## src/verilog/clkmux_defs.svh

```systemverilog
`ifndef CLKMUX_DEFS_SVH
`define CLKMUX_DEFS_SVH

// Register indices on the serial bus
`define IDX_MODE 8'h00
`define IDX_GATE_LO 8'h01
`define IDX_GATE_HI 8'h02
`define IDX_SWING 8'h03
`define IDX_SPARE 8'h04
`define IDX_IDENT 8'h05
`define IDX_PART 8'h06
`define IDX_LENGTH 8'h07
`define IDX_SPARE8 8'h08

// Mode byte field positions
`define MODE_SW_EN_BIT 3
`define MODE_PLL_HI_BIT 2
`define MODE_PLL_LO_BIT 1
`define MODE_SEL_BIT 0

// Reset values and the reserved swing code
`define MODE_CTL_RST 4'h7
`define GATE_RST 12'hFFF
`define SWING_RST 3'h4
`define SWING_RSVD 3'h7
`define LENGTH_RST 5'h08

// Timing counts
`define BITS_PER_BYTE 4'h8
`define LAST_TX_BIT 4'h7
`define STRAP_DLY 2'h3

`endif

```

## src/verilog/clkmux_pkg.sv

```systemverilog
package clkmux_pkg;

	// Serial bus slave states
	typedef enum logic [5:0] {
		ST_IDLE = 6'h01,
		ST_ADDR = 6'h02,
		ST_RX = 6'h04,
		ST_ACK = 6'h08,
		ST_TX = 6'h10,
		ST_RACK = 6'h20
	} bus_state_t;

	// Meaning of the next received byte of a write
	typedef enum logic [2:0] {
		PH_INDEX = 3'h1,
		PH_COUNT = 3'h2,
		PH_DATA = 3'h4
	} wr_phase_t;

	// Strap pins sampled once after reset
	typedef struct packed {
		logic [1:0] loop_mode;
		logic input_sel;
	} strap_pins_t;

	// Controls driven into the clock datapath
	typedef struct packed {
		logic [11:0] pair_run;
		logic [2:0] swing;
		logic [1:0] loop_mode;
		logic input_sel;
	} ctrl_out_t;

	// Whole state of the register bank
	typedef struct packed {
		bus_state_t st;
		wr_phase_t phase;
		logic [3:0] bitcnt;
		logic [7:0] shift;
		logic rd;
		logic host_ack;
		logic [7:0] ptr;
		logic [7:0] remain;
		logic sda_oe;
		logic scl_q;
		logic sda_q;
		logic latched;
		logic [1:0] latch_dly;
		logic [1:0] strap_mode;
		logic strap_sel;
		logic [3:0] mode_ctl;
		logic [11:0] gate;
		logic [2:0] swing;
		logic [4:0] length;
		ctrl_out_t ctrl;
	} regbank_state_t;

endpackage : clkmux_pkg

```

## src/verilog/pin_sync2.sv

```systemverilog
`timescale 1ns/1ps
`default_nettype none

module pin_sync2 #(
	parameter int WIDTH = 1
) (
	// Clock, reset, enable
	input wire logic i_sys_clk,
	input wire logic i_rst_n,
	input wire logic i_clk_en,
	// Asynchronous levels in, synchronised levels out
	input wire logic [WIDTH-1:0] i_async,
	output logic [WIDTH-1:0] o_sync
);

	logic [WIDTH-1:0] meta;

	// Two stages; the first is read only by the second
	always_ff @(posedge i_sys_clk) begin
		if (!i_rst_n) begin
			meta <= '0;
			o_sync <= '0;
		end else if (i_clk_en) begin
			meta <= i_async;
			o_sync <= meta;
		end
	end

endmodule : pin_sync2

`default_nettype wire

```

## src/verilog/clock_mux_smbus_control_regs.sv

```systemverilog
`timescale 1ns/1ps
`default_nettype none
`include "clkmux_defs.svh"

// Notes on behaviour
// Override bit 3 set makes mode byte bits 2:0 drive loop mode and input.
// Mode byte bits 7:5 always read the strap values latched after reset.
// Index 1 bits gate pairs 7..0; a zero forces the pair off.
// Index 2 bits 3:0 gate pairs 11..8, default one; bits 7:4 read zero.
// Three-bit swing code at index 3, default 100, code 111 reserved.
// Index 5 holds revision and maker codes, index 6 part code; read-only.
// Index 7 bits 4:0 hold the block read length.
// Length resets to 8, a default block read covering indices 0 to 7.
// Index 4 is all reserved and reads zero.
// Block read sends the length first, then bytes from the index on.
// Host writes index, count, then data; each byte is acknowledged.
// Override bit resets to zero so straps govern until software sets it.
// Writes to reserved or read-only bits are acknowledged and dropped.

module clock_mux_smbus_control_regs #(
	parameter logic [6:0] DEV_ADDR = 7'h6A, // Value is arbitrary
	parameter logic [3:0] REV_CODE = 4'h3, // Value is arbitrary
	parameter logic [3:0] MAKER_CODE = 4'h5, // Value is arbitrary
	parameter logic [7:0] PART_CODE = 8'h5A // Value is arbitrary
) (
	// Clock, reset, enable
	input wire logic i_sys_clk,
	input wire logic i_rst_n,
	input wire logic i_clk_en,
	// Serial bus pins
	input wire logic i_scl,
	input wire logic i_sda,
	output logic o_sda_out,
	output logic o_sda_oe,
	// Strap and enable pins
	input wire clkmux_pkg::strap_pins_t i_strap,
	input wire logic [11:0] i_pair_off_n,
	// Datapath controls
	output clkmux_pkg::ctrl_out_t o_ctrl
);
	import clkmux_pkg::*;

	localparam regbank_state_t RST_STATE = '{
		st: ST_IDLE,
		phase: PH_INDEX,
		mode_ctl: `MODE_CTL_RST,
		gate: `GATE_RST,
		swing: `SWING_RST,
		length: `LENGTH_RST,
		default: '0
	};

	regbank_state_t s;
	regbank_state_t next_s;
	logic [1:0] bus_sync;
	logic [14:0] pin_sync;
	strap_pins_t strap_now;
	logic scl;
	logic sda;
	logic scl_rise;
	logic scl_fall;
	logic start_det;
	logic stop_det;
	logic wr_en;
	logic [7:0] wr_idx;
	logic [7:0] wr_data;

	// Bus pins and board pins come from outside the clock domain
	pin_sync2 #(.WIDTH(2)) u_bus_sync (
		.i_sys_clk(i_sys_clk),
		.i_rst_n(i_rst_n),
		.i_clk_en(i_clk_en),
		.i_async({i_scl, i_sda}),
		.o_sync(bus_sync)
	);

	pin_sync2 #(.WIDTH(15)) u_pin_sync (
		.i_sys_clk(i_sys_clk),
		.i_rst_n(i_rst_n),
		.i_clk_en(i_clk_en),
		.i_async({i_strap, i_pair_off_n}),
		.o_sync(pin_sync)
	);

	// Bus events from synchronised levels against last cycle
	assign strap_now = strap_pins_t'(pin_sync[14:12]);
	assign scl = bus_sync[1];
	assign sda = bus_sync[0];
	assign scl_rise = scl & ~s.scl_q;
	assign scl_fall = ~scl & s.scl_q;
	assign start_det = scl & s.scl_q & s.sda_q & ~sda;
	assign stop_det = scl & s.scl_q & ~s.sda_q & sda;

	// Read mux; unmapped indices return zero
	function automatic logic [7:0] read_byte(input regbank_state_t r,
			input logic [7:0] idx);
		case (idx)
			`IDX_MODE: read_byte = {r.strap_mode, r.strap_sel, 1'b0,
				r.mode_ctl};
			`IDX_GATE_LO: read_byte = r.gate[7:0];
			`IDX_GATE_HI: read_byte = {4'h0, r.gate[11:8]};
			`IDX_SWING: read_byte = {5'h00, r.swing};
			`IDX_SPARE: read_byte = 8'h00;
			`IDX_IDENT: read_byte = {REV_CODE, MAKER_CODE};
			`IDX_PART: read_byte = PART_CODE;
			`IDX_LENGTH: read_byte = {3'h0, r.length};
			default: read_byte = 8'h00;
		endcase
	endfunction : read_byte

	// Next state of the whole bank
	always_comb begin
		next_s = s;
		wr_en = 1'b0;
		wr_idx = s.ptr;
		wr_data = s.shift;
		next_s.scl_q = scl;
		next_s.sda_q = sda;

		// Straps settle through the synchroniser before being caught
		if (!s.latched) begin
			if (s.latch_dly == `STRAP_DLY) begin
				next_s.latched = 1'b1;
				next_s.strap_mode = strap_now.loop_mode;
				next_s.strap_sel = strap_now.input_sel;
			end else begin
				next_s.latch_dly = s.latch_dly + 2'h1;
			end
		end

		case (s.st)
			ST_IDLE: begin
				next_s.sda_oe = 1'b0;
			end
			ST_ADDR, ST_RX: begin
				if (scl_rise && s.bitcnt != `BITS_PER_BYTE) begin
					next_s.shift = {s.shift[6:0], sda};
					next_s.bitcnt = s.bitcnt + 4'h1;
				end else if (scl_fall && s.bitcnt == `BITS_PER_BYTE) begin
					if (s.st == ST_ADDR) begin
						if (s.shift[7:1] == DEV_ADDR) begin
							next_s.rd = s.shift[0];
							next_s.sda_oe = 1'b1;
							next_s.st = ST_ACK;
						end else begin
							next_s.st = ST_IDLE;
						end
					end else begin
						next_s.sda_oe = 1'b1;
						next_s.st = ST_ACK;
						case (s.phase)
							PH_INDEX: begin
								next_s.ptr = s.shift;
								next_s.phase = PH_COUNT;
							end
							PH_COUNT: begin
								next_s.remain = s.shift;
								next_s.phase = PH_DATA;
							end
							PH_DATA: begin
								// Bytes past the count are acknowledged only
								if (s.remain != 8'h00) begin
									wr_en = 1'b1;
									next_s.ptr = s.ptr + 8'h01;
									next_s.remain = s.remain - 8'h01;
								end
							end
							default: begin
								next_s.phase = PH_INDEX;
							end
						endcase
					end
				end
			end
			ST_ACK: begin
				if (scl_fall) begin
					next_s.bitcnt = 4'h0;
					if (s.rd) begin
						next_s.st = ST_TX;
						next_s.shift = {3'h0, s.length};
						next_s.sda_oe = ~next_s.shift[7];
					end else begin
						next_s.st = ST_RX;
						next_s.sda_oe = 1'b0;
					end
				end
			end
			ST_TX: begin
				if (scl_fall) begin
					if (s.bitcnt == `LAST_TX_BIT) begin
						next_s.sda_oe = 1'b0;
						next_s.bitcnt = 4'h0;
						next_s.st = ST_RACK;
					end else begin
						next_s.bitcnt = s.bitcnt + 4'h1;
						next_s.shift = {s.shift[6:0], 1'b0};
						next_s.sda_oe = ~s.shift[6];
					end
				end
			end
			ST_RACK: begin
				if (scl_rise) begin
					next_s.host_ack = ~sda;
				end else if (scl_fall) begin
					// A not-acknowledge ends the read
					if (s.host_ack) begin
						next_s.shift = read_byte(s, s.ptr);
						next_s.ptr = s.ptr + 8'h01;
						next_s.sda_oe = ~next_s.shift[7];
						next_s.st = ST_TX;
					end else begin
						next_s.st = ST_IDLE;
					end
				end
			end
			default: begin
				next_s.st = ST_IDLE;
				next_s.sda_oe = 1'b0;
			end
		endcase

		// Start and stop win over any byte in progress
		if (start_det) begin
			next_s.st = ST_ADDR;
			next_s.bitcnt = 4'h0;
			next_s.sda_oe = 1'b0;
			next_s.phase = PH_INDEX;
		end else if (stop_det) begin
			next_s.st = ST_IDLE;
			next_s.sda_oe = 1'b0;
		end

		// Only writable fields take data; the rest is dropped silently
		if (wr_en) begin
			case (wr_idx)
				`IDX_MODE: next_s.mode_ctl = wr_data[3:0];
				`IDX_GATE_LO: next_s.gate[7:0] = wr_data;
				`IDX_GATE_HI: next_s.gate[11:8] = wr_data[3:0];
				`IDX_SWING: begin
					// Reserved code keeps the previous swing
					if (wr_data[2:0] != `SWING_RSVD) begin
						next_s.swing = wr_data[2:0];
					end
				end
				`IDX_LENGTH: next_s.length = wr_data[4:0];
				default: begin
				end
			endcase
		end

		// Registered controls; select polarity flips between the two sources
		next_s.ctrl.loop_mode = next_s.mode_ctl[`MODE_SW_EN_BIT] ?
			next_s.mode_ctl[`MODE_PLL_HI_BIT:`MODE_PLL_LO_BIT] :
			next_s.strap_mode;
		next_s.ctrl.input_sel = next_s.mode_ctl[`MODE_SW_EN_BIT] ?
			~next_s.mode_ctl[`MODE_SEL_BIT] : next_s.strap_sel;
		next_s.ctrl.pair_run = next_s.gate & ~pin_sync[11:0];
		next_s.ctrl.swing = next_s.swing;
	end

	// Reset acts regardless of the enable
	always_ff @(posedge i_sys_clk) begin
		if (!i_rst_n) begin
			s <= RST_STATE;
		end else if (i_clk_en) begin
			s <= next_s;
		end
	end

	assign o_sda_out = 1'b0;
	assign o_sda_oe = s.sda_oe;
	assign o_ctrl = s.ctrl;
endmodule : clock_mux_smbus_control_regs

`default_nettype wire

```

## config.mk

```make
export PLATFORM = sky130hd
export DESIGN_NAME = clock_mux_smbus_control_regs
export DESIGN_NICKNAME = d
export VERILOG_FILES = /design/src/verilog/clkmux_pkg.sv /design/src/verilog/pin_sync2.sv /design/src/verilog/clock_mux_smbus_control_regs.sv
export VERILOG_INCLUDE_DIRS = /design/src /design/src/verilog
export SDC_FILE = /design/constraint.sdc
export NUM_CORES = 1
export LEC_CHECK = 0
export BUFFER_PORTS_ARGS = -buffer_cell sky130_fd_sc_hd__buf_4
export CAP_MARGIN = 30
export CORE_UTILIZATION = 25
export DETAILED_ROUTE_END_ITERATION = 6
export GPL_TIMING_DRIVEN = 0
export PLACE_DENSITY = 0.39
export SETUP_SLACK_MARGIN = 0.3
export SYNTH_ARGS = -nofsm -noshare
export SYNTH_HDL_FRONTEND = slang
export SYNTH_SLANG_ARGS = --single-unit
```

## constraint.sdc

```tcl
create_clock -name i_sys_clk -period 3 [get_ports i_sys_clk]
set_clock_uncertainty 0.2 [all_clocks]
set_input_delay 0.15 -clock i_sys_clk [delete_from_list [all_inputs] [get_ports i_sys_clk]]
set_output_delay 0.15 -clock i_sys_clk [all_outputs]
set_load 0.02 [all_outputs]
```

==> flow_metrics.env, run 1 <==
export IMPL_status="complete, no violations"
export IMPL_crit_path_top_delay_cell="or4_4"
export IMPL_place_port_buffers=37
export IMPL_grt_max_degree=17
export IMPL_cp_cell_sequence="buf_2 > or4_4 > or2_2 > and4_1 > clkbuf_1 > and2_0 > o21ai_0 > a21boi_0"
export IMPL_clkPwrFrac_pct=52.2
export IMPL_hold_path_end="o_ctrl[17]$_SDFFE_PN0P_"
export IMPL_postSynthNetCount=797
export IMPL_holdCritPathClass="reg2reg"
export IMPL_seq_area_um2=2440
export IMPL_rsz0062_at_grt="false"
export IMPL_worstReg2RegStart="s[86]$_SDFFE_PN0P_"
export IMPL_cpPeakStageDelay_ns=0.53
export IMPL_grt_pass1_vias=5540
export IMPL_dp_hpwl_um=15200
export IMPL_yosysUniqueCellTypes=74
export IMPL_power_switching_mw=1.02
export IMPL_ys_seq_area_share_pct=37.3
export IMPL_yosys_top_cells_area="dfxtp_1, mux2i_1, nor2b_1"
export IMPL_peakVddDrop_v=0.000243
export IMPL_gp_congestion=0.830
export IMPL_clock_latency_ns=0.43
export IMPL_crit_buf_inv=2
export IMPL_std_cell_rows=58
export IMPL_drt_iter0_markers=347
export IMPL_nets=882
export IMPL_critical_path_top_delay_family="simple AND/OR/NAND/NOR gates"
export IMPL_cts_max_level=4
export IMPL_worstHoldStart="u_pin_sync.o_sync[11]$_SDFFE_PN0P_"
export IMPL_layout_setup_ws_ns=0.414
export IMPL_crit_start="s[86]$_SDFFE_PN0P_"
export IMPL_design_area_um2=8250
export IMPL_crit_required_ns=3.10
export IMPL_dpl_cell_area_um2=7250
export IMPL_die_height_um=164
export IMPL_grt_total_usage_pct=16.8
export IMPL_critPathArrivalTime_ns=2.69
export IMPL_ys_async_sr_fraction_pct=0
export IMPL_final_cell_mix="dfxtp_1, nand2_1, mux2i_1, buf_4, nor2b_1"
export IMPL_synth_edf_count=0
export IMPL_combPwrFrac_pct=6.4
export IMPL_worst_pin_slew_ns=0.899
export IMPL_drt_pass1_iter_count=5
export IMPL_antenna_cells=0
export IMPL_syn_avg_cell_area_um2=8.55
export IMPL_multi_input_area_um2=3820
export IMPL_whs_path_depth=1
export IMPL_r2r_slack_ns=0.41
export IMPL_p_leak_nw=3.36
export IMPL_cp_end_kind="register"
export IMPL_layout_drive_gt1_share_pct=17.5
export IMPL_power_density_nw_per_um2=494
export IMPL_clock_sinks=122
export IMPL_boundaryPins=40
export IMPL_maxSlewViolCount=0
export IMPL_initial_core_util_pct=25.7
export IMPL_setup_tns_ns=0
export IMPL_synth_area_um2=6560
export IMPL_drt_vias_per_instance=4.86
export IMPL_syn_inst=767
export IMPL_die_w_um=164
export IMPL_hold_viol=0
export IMPL_grt_pass1_wl_um=33600
export IMPL_cts_buffers=17
export IMPL_path_clk_slew_ns=0.07
export IMPL_switching_share_pct=25.1
export IMPL_maxCapViolCount=0
export IMPL_overflow=0
export IMPL_synth_ff_type="dfxtp_1"
export IMPL_pwr_share_seq_pct=41.4
export IMPL_cts_tree="done"
export IMPL_pre_cts_slack_ns=-0.204
export IMPL_period_share_pct=86.2
export IMPL_start_kind="register"
export IMPL_routedWlPerCell_um=18.0
export IMPL_final_common_cell="dfxtp_1"
export IMPL_antenna_found_initial=0
export IMPL_fillerInstances=2688
export IMPL_die_area_um2=26900
export IMPL_intPower_mw=3.06
export IMPL_cp_max_fo=10
export IMPL_antenna_left=0
export IMPL_fp_coreArea_um2=25500
export IMPL_setup_viol=0
export IMPL_ys_ff_latch=122
export IMPL_timing_rr_end="wr_idx[5]$_SDFFE_PN0P_"
export IMPL_vias=5803
export IMPL_finalWirelength_um=21500
export IMPL_cts_root_buf="clkbuf_16"
export IMPL_clockBufferDepth=2
export IMPL_yosysTopAreaCellShare_pct=37.3
export IMPL_min_period_ns=2.59
export IMPL_whs_ns=0.245
export IMPL_drc=0
export IMPL_worstSetupPathType="reg2reg"
export IMPL_yosys_area_top_type="dfxtp_1"
export IMPL_relSlewSlack_pct=40.1
export IMPL_reg2reg_depth=8
export IMPL_fmax_mhz=387
export IMPL_synth_warnings=0
export IMPL_area_growth_synth_to_final_pct=25.9
[how the worst max path moves through the flow]
| stage | depth (start not counted) | endpoint | slack (ns) |
|---|---|---|---|
| after detailed placement | 7 | wr_idx[5]$_SDFFE_PN0P_ | -0.20 |
| after CTS | 7 | wr_idx[1]$_SDFFE_PN0P_ | 0.28 |
| after global routing | 9 | wr_data[0]$_SDFFE_PN0P_ | 0.31 |
| after global placement | 7 | wr_idx[5]$_SDFFE_PN0P_ | -0.16 |
| final | 8 | wr_idx[5]$_SDFFE_PN0P_ | 0.41 |
| after floorplan | 6 | o_ctrl[9]$_SDFFE_PN0P_ | 0.62 |
[state kept, by name (all words and copies together) (netlist names)]
signal	count
o_sda_oe	1
u_pin_sync.meta	15
u_bus_sync.meta	2
u_pin_sync.o_sync	15
u_bus_sync.o_sync	2
o_ctrl	16
wr_data	8
wr_idx	8
s	55
[metal layers]
metal,vias to the layer above,share of wire (%),global-route usage [%]
met5,-,0,0
met3,23,2.7,2.75
li1,2893,-,-
met4,0,1.2,4.92
met1,2788,50,23.0
met2,99,46,26.9
[metrics by stage]
step / power, mW / util (%) / instances
5_1_grt: 4.23 / 32.4 / 1195
3_3_place_gp: 1.97 / 28.4 / 1134
6_report: 4.08 / 32.4 / 1195
3_5_place_dp: 1.97 / 28.4 / 1134
4_1_cts: 4.13 / 31.8 / 1192
2_1_floorplan: 1.87 / - / 767
[area by class of cell]
class / instances / area share [%]
Buffer: 74 / 4.58
Sequential cell: 122 / 29.6
Timing Repair Buffer: 66 / 6.55
Multi-Input combinational cell: 556 / 46.3
Tap cell: 330 / 5.00
Clock buffer: 18 / 5.32
Inverter: 15 / 0.682
Clock inverter: 14 / 1.93
[power by group through the flow]
stage	Combinational (mW)	Clock (mW)	Sequential [mW]
floorplan	0.156	0	1.72
global placement	0.242	0	1.73
detailed placement	0.243	0	1.72
CTS	0.263	2.18	1.69
global route	0.285	2.25	1.69
finish	0.261	2.13	1.69
[cells in the mapped netlist (all sizes together) (3+ instances only)]
master / count
and2: 9
nor2b: 57
a31oi: 5
inv: 15
nand3: 42
a21o: 4
a222oi: 4
nor4: 13
clkbuf: 42
nor3b: 3
o31ai: 17
o21ai: 30
a21boi: 11
and3: 4
or4: 4
nand3b: 4
a21oi: 29
ha: 10
or2: 3
or3: 4
mux2i: 67
xor2: 6
nor2: 37
a22o: 6
dfxtp: 122
o211a: 10
o211ai: 12
buf: 32
xnor2: 5
o22ai: 3
nor3: 16
nand2b: 10
nand2: 83
a22oi: 8
mux2: 4
[timing repair]
item | 4_1_cts | 5_1_grt
gates cloned | 0 | 0
hold buffers | 18 | 0
endpoints found under the hold margin | 21 | 0
buffers inserted | 8 | 3
gates resized for setup | 6 | 32
pin swaps | 3 | 2
endpoints found under the setup margin | 54 | 58
[logic make-up (layout without fill, tap and decap cells)]
| kind of cell | after synthesis | after routing | share of synthesized area, % |
|---|---|---|---|
| AND/OR/NAND/NOR | 301 | 301 | 24.3 |
| AO/OA/AOI/OAI | 162 | 162 | 17.6 |
| flip-flops | 122 | 122 | 37.3 |
| buffers and inverters | 89 | 187 | 6.41 |
| multiplexers | 71 | 71 | 11.0 |
| XOR/XNOR | 11 | 11 | 1.47 |
| adder cells (fa/ha/maj) | 10 | 10 | 1.91 |
| other | 1 | 1 | 0.0572 |
(Power assumes the default switching activity.)
==> run 2, diff against run 1 <==
--- a/config.mk
+++ b/config.mk
@@ -11,7 +11,7 @@
 export CORE_UTILIZATION = 25
 export DETAILED_ROUTE_END_ITERATION = 6
 export GPL_TIMING_DRIVEN = 0
-export PLACE_DENSITY = 0.39
+export PLACE_DENSITY = 0.43
 export SETUP_SLACK_MARGIN = 0.3
 export SYNTH_ARGS = -nofsm -noshare
 export SYNTH_HDL_FRONTEND = slang
==> run 2 against run 1 <==
  * First-iteration DRC count up 13%
  * Hold slack lost 0.038 ns
  * Cell count is 0.17% lower
  * Flip-flop and latch count is the same
  * Count of clock-buffer cells in the layout fell by 1
  * Sequential share of layout area up 0.16 points
  * Register-to-register slack hardly changed
  * Via count is 0.33% higher
  * Design area fell by 0.55%
==> flow_metrics.env, run 2 (same netlist as run 1, synthesis figures left out) <==
export IMPL_period_share_pct=86.6
export IMPL_largest_register_ffs=55
export IMPL_relSlewSlack_pct=38.8
export IMPL_antenna_found_initial=0
export IMPL_hold_viol=0
export IMPL_clockBufferDepth=2
export IMPL_cpPeakStageDelay_ns=0.55
export IMPL_drt_pass1_iter_count=7
export IMPL_area_growth_synth_to_final_pct=25.2
export IMPL_drt_vias_per_instance=4.88
export IMPL_grt_pass1_vias=5510
export IMPL_min_period_ns=2.60
export IMPL_overflow=0
export IMPL_cp_max_fo=10
export IMPL_grt_pass1_wl_um=32400
export IMPL_antenna_left=0
export IMPL_die_height_um=164
export IMPL_worst_pin_slew_ns=0.918
export IMPL_status="complete, no violations"
export IMPL_critPathArrivalTime_ns=2.71
export IMPL_cts_max_level=4
export IMPL_cts_tree="done"
export IMPL_finalWirelength_um=20500
export IMPL_cts_buffers=17
export IMPL_clock_latency_ns=0.43
export IMPL_boundaryPins=40
export IMPL_clock_sinks=122
export IMPL_vias=5822
export IMPL_crit_path_top_delay_cell="or4_1"
export IMPL_antenna_cells=0
export IMPL_design_area_um2=8210
export IMPL_setup_viol=0
export IMPL_final_cell_mix="dfxtp_1, nand2_1, mux2i_1, buf_4, nor2b_1"
export IMPL_final_common_cell="dfxtp_1"
export IMPL_die_w_um=164
export IMPL_maxSlewViolCount=0
export IMPL_peakVddDrop_v=0.000343
export IMPL_gp_congestion=0.846
export IMPL_dp_cells=1134
export IMPL_fin_util_pct=32.2
export IMPL_nets=880
export IMPL_die_area_um2=26900
export IMPL_top_register="s"
export IMPL_final_cell_count_no_fill=1193
export IMPL_rsz0062_at_grt="true"
export IMPL_maxCapViolCount=0
export IMPL_p_leak_nw=3.34
export IMPL_place_port_buffers=37
export IMPL_path_clk_slew_ns=0.07
export IMPL_start_kind="register"
export IMPL_cts_root_buf="clkbuf_16"
export IMPL_power_density_nw_per_um2=489
export IMPL_fmax_mhz=385
export IMPL_initial_core_util_pct=25.7
export IMPL_worstSetupPathType="reg2reg"
export IMPL_drc=0
export IMPL_routedWlPerCell_um=17.2
export IMPL_layout_drive_gt1_share_pct=16.7
export IMPL_cp_end_kind="register"
export IMPL_fp_coreArea_um2=25500
export IMPL_drt_iter0_markers=391
export IMPL_dp_hpwl_um=14700
export IMPL_holdCritPathClass="in2reg"
export IMPL_grt_max_degree=17
export IMPL_cp_cell_sequence="buf_2 > or4_1 > or2_2 > and4_1 > clkbuf_1 > and2_0 > o21ai_0 > a21boi_0"
export IMPL_dpl_cell_area_um2=7250
export IMPL_crit_required_ns=3.11
export IMPL_std_cell_rows=58
export IMPL_grt_total_usage_pct=15.9
[run 2: cell types whose count changed in the layout (fill, tap and decap cells not counted), moves of 2 or more]
cell and change:
clkinvlp_4 -2, clkbuf_1 +3, inv_8 +5, clkinv_4 -2, clkinv_8 +4, buf_4 -2, bufinv_16 -2, clkbuf_2 -3
nor4_4 -2
[run 2: final timing paths]
path | startpoint | to | slack (ns) | depth (start not counted)
worst max-delay path | s[86]$_SDFFE_PN0P_ | wr_idx[5]$_SDFFE_PN0P_ | 0.40 | 8
worst min-delay path | i_clk_en | s[49]$_SDFFE_PN0P_ | 0.21 | 4
worst max register to register | s[86]$_SDFFE_PN0P_ | wr_idx[5]$_SDFFE_PN0P_ | 0.40 | 8
worst min register to register | u_pin_sync.o_sync[0]$_SDFFE_PN0P_ | o_ctrl[6]$_SDFFE_PN0P_ | 0.25 | 1
[run 2: layout make-up]
type / count / area [um^2]
timing repair buffer: 64 / 526
fill: 2724 / 17300
clock inverter: 15 / 174
sequential: 122 / 2440
inverter: 15 / 56.3
clock buffer: 17 / 425
buffer: 74 / 372
tap: 330 / 413
multi-input combinational: 556 / 3800
[run 2: what timing repair did]
item	4_1_cts	5_1_grt
hold endpoints to repair	21	0
pin swaps	3	1
setup endpoints to repair	46	28
hold buffers	18	0
setup buffers	6	3
gates resized for setup	6	21
[run 2: where the power goes]
group | total [mW] | internal (mW) | switching (mW)
clock network | 2.07 | 1.13 | 0.945
logic | 0.258 | 0.130 | 0.128
registers | 1.69 | 1.66 | 0.0260
total | 4.02 | 2.92 | 1.10
[run 2: layer usage]
metal	global-route usage, %	up-vias	part of all wire (%)
li1	-	2912	-
met1	22.4	2760	50
met2	24.6	127	45
met3	2.55	23	3.7
met4	5.18	0	1.5
met5	0	-	0
[run 2: worst max-delay path: cells and delay by family, from the launching register on]
family	cells	cell delay, ns
AND/OR/NAND/NOR	4	1.39
buffers and inverters	2	0.36
flip-flops	1	0.29
AO/OA/AOI/OAI	2	0.24
[run 2: stage by stage]
step,hold WS (ns),power (mW),worst slack [ns],setup TNS [ns]
floorplan,0.119,1.87,0.619,0
global placement,0.208,1.97,-0.103,-0.601
detailed placement,0.215,1.97,-0.0922,-0.669
CTS,0.190,4.07,0.258,0
global route,0.269,4.16,0.247,0
finish,0.206,4.02,0.402,0
==> run 3, diff against run 2 <==
--- a/config.mk
+++ b/config.mk
@@ -8,10 +8,10 @@
 export LEC_CHECK = 0
 export BUFFER_PORTS_ARGS = -buffer_cell sky130_fd_sc_hd__buf_4
 export CAP_MARGIN = 30
-export CORE_UTILIZATION = 25
+export CORE_UTILIZATION = 50
 export DETAILED_ROUTE_END_ITERATION = 6
 export GPL_TIMING_DRIVEN = 0
-export PLACE_DENSITY = 0.43
+export PLACE_DENSITY = 0.71
 export SETUP_SLACK_MARGIN = 0.3
 export SYNTH_ARGS = -nofsm -noshare
 export SYNTH_HDL_FRONTEND = slang
==> run 3 against run 2 <==
  * Combinational power about the same
  * Routed wire length decreased by 7.2%
  * Register-to-register slack about the same
  * Design area decreased by 3.3%
  * Maximum frequency increased by 0.41%
  * Largest cell class unchanged
  * Global-route usage increased by 14 points
  * Hold slack improved by 0.029 ns
  * Utilization increased by 30 points
  * Clock power decreased by 9%
  * Die area decreased by 49%
  * Critical endpoint is now s[84]$_SDFFE_PN1P_
  * Largest power group unchanged
  * Critical path type unchanged
  * Via count increased by 4.0%
==> flow_metrics.env, run 3 (same netlist as run 1, synthesis figures left out) <==
export IMPL_status="complete, no violations"
export IMPL_peakVddDrop_v=0.000348
export IMPL_cts_tree="done"
export IMPL_std_cell_rows=41
export IMPL_cp_end_kind="register"
export IMPL_crit_required_ns=3.14
export IMPL_dpl_cell_area_um2=7050
export IMPL_antenna_cells=0
export IMPL_layout_drive_gt1_share_pct=16.3
export IMPL_power_density_nw_per_um2=483
export IMPL_initial_core_util_pct=51.5
export IMPL_crit_start="s[87]$_SDFFE_PN0P_"
export IMPL_reg2reg_depth=7
export IMPL_clockBufferDepth=2
export IMPL_place_port_buffers=37
export IMPL_nets=881
export IMPL_clock_sinks=122
export IMPL_antenna_found_initial=0
export IMPL_maxCapViolCount=0
export IMPL_drt_vias_per_instance=5.84
export IMPL_path_clk_slew_ns=0.06
export IMPL_clock_latency_ns=0.43
export IMPL_die_height_um=117
export IMPL_die_w_um=117
export IMPL_design_area_um2=7930
export IMPL_crit_end="s[84]$_SDFFE_PN1P_"
export IMPL_largest_register_ffs=55
export IMPL_final_cell_mix="dfxtp_1, nand2_1, mux2i_1, buf_4, nor2b_1"
export IMPL_setup_tns_ns=0
export IMPL_cp_max_fo=10
export IMPL_grt_pass1_wl_um=30100
export IMPL_rsz0062_at_grt="true"
export IMPL_final_common_cell="dfxtp_1"
export IMPL_gp_congestion=0.902
export IMPL_setup_viol=0
export IMPL_relSlewSlack_pct=41.2
export IMPL_fillerInstances=1143
export IMPL_finalWirelength_um=19000
export IMPL_worst_pin_slew_ns=0.880
export IMPL_fp_coreArea_um2=12700
export IMPL_hold_viol=0
export IMPL_routedWlPerCell_um=18.4
export IMPL_antenna_left=0
export IMPL_min_period_ns=2.59
export IMPL_overflow=0
export IMPL_grt_pass1_vias=5806
export IMPL_whs_ns=0.235
export IMPL_fin_util_pct=62.4
export IMPL_grt_total_usage_pct=29.6
export IMPL_fmax_mhz=386
export IMPL_p_leak_nw=3.31
export IMPL_cts_root_buf="clkbuf_16"
export IMPL_drc=0
export IMPL_vias=6052
export IMPL_maxSlewViolCount=0
export IMPL_timing_rr_end="s[84]$_SDFFE_PN1P_"
export IMPL_dp_hpwl_um=13400
export IMPL_worstSetupPathType="reg2reg"
export IMPL_area_growth_synth_to_final_pct=21.0
export IMPL_cts_buffers=17
export IMPL_die_area_um2=13600
export IMPL_period_share_pct=86.2
export IMPL_boundaryPins=40
export IMPL_critPathArrivalTime_ns=2.73
export IMPL_holdCritPathClass="in2reg"
export IMPL_drt_pass1_iter_count=5
export IMPL_r2r_slack_ns=0.41
export IMPL_grt_max_degree=17
export IMPL_top_register="s"
export IMPL_start_kind="register"
export IMPL_cts_max_level=4
export IMPL_drt_iter0_markers=503
export IMPL_worstReg2RegStart="s[87]$_SDFFE_PN0P_"
==> run 3: changes by cell type in the layout (fill, tap and decap cells not counted), sizes merged <==
| cell | change |
|---|---|
| clkinvlp | +3 |
| clkbuf | -1 |
| inv | -5 |
| clkinv | +2 |
| buf | +2 |
==> run 3: report_power, final <==
group	internal, mW	switching (mW)	total [mW]
registers	1.66	0.0269	1.69
logic	0.131	0.128	0.258
clock network	1.07	0.813	1.88
==> run 3: through the flow <==
stage,power (mW),worst slack [ns],cells
after floorplan,1.87,0.619,767
after global placement,1.95,0.0107,976
final,3.83,0.413,1036
after CTS,3.85,0.313,1031
after global routing,3.96,0.304,1036
after detailed placement,1.96,0.0163,976
==> run 3: cell type report <==
type                       instances  area (um^2)  share of cell area, %
buffer                            74          365                   4.60
clock inverter                    15          119                   1.50
inverter                          15         56.3                  0.710
sequential                       122         2440                   30.8
tap                              172          215                   2.71
multi-input combinational        556         3780                   47.6
timing repair buffer              65          533                   6.72
clock buffer                      17          425                   5.36
==> run 3: timing repair <==
action                                  CTS  global route
setup buffers                             5             5
hold buffers                             18             0
pin swaps                                 3             4
hold endpoints to repair                 21             0
endpoints found under the setup margin   38            40
gates resized for setup                   5            15
==> run 3: how the worst min path moves through the flow <==
stage,cells after the start,end,start,slack [ns]
finish,4,s[49]$_SDFFE_PN0P_,i_clk_en,0.23
global route,1,o_ctrl[13]$_SDFFE_PN0P_,u_pin_sync.o_sync[7]$_SDFFE_PN0P_,0.26
CTS,4,s[49]$_SDFFE_PN0P_,i_clk_en,0.21
detailed placement,3,u_pin_sync.meta[7]$_SDFFE_PN0P_,i_pair_off_n[7],0.22
global placement,3,u_bus_sync.meta[1]$_SDFFE_PN0P_,i_scl,0.21
floorplan,2,u_bus_sync.meta[0]$_SDFFE_PN0P_,i_sda,0.12
==> run 3: worst max-delay path: stages (launching register included) <==
cell and delay [ns]:
dfxtp_1 0.43, buf_2 0.28, xor2_1 0.14, o211ai_1 0.35
o221ai_1 0.31, a31oi_2 0.46, o31ai_1 0.15, o221ai_1 0.18
==> run 3: layer usage <==
metal	track usage, %	wire length [um]	part of all wire [%]	vias up
met5	0	0	0	-
met4	13.3	585	3.1	0
met3	7.84	1240	6.5	42
met2	49.3	9200	48	213
met1	35.8	7990	42	2903
li1	-	-	-	2894
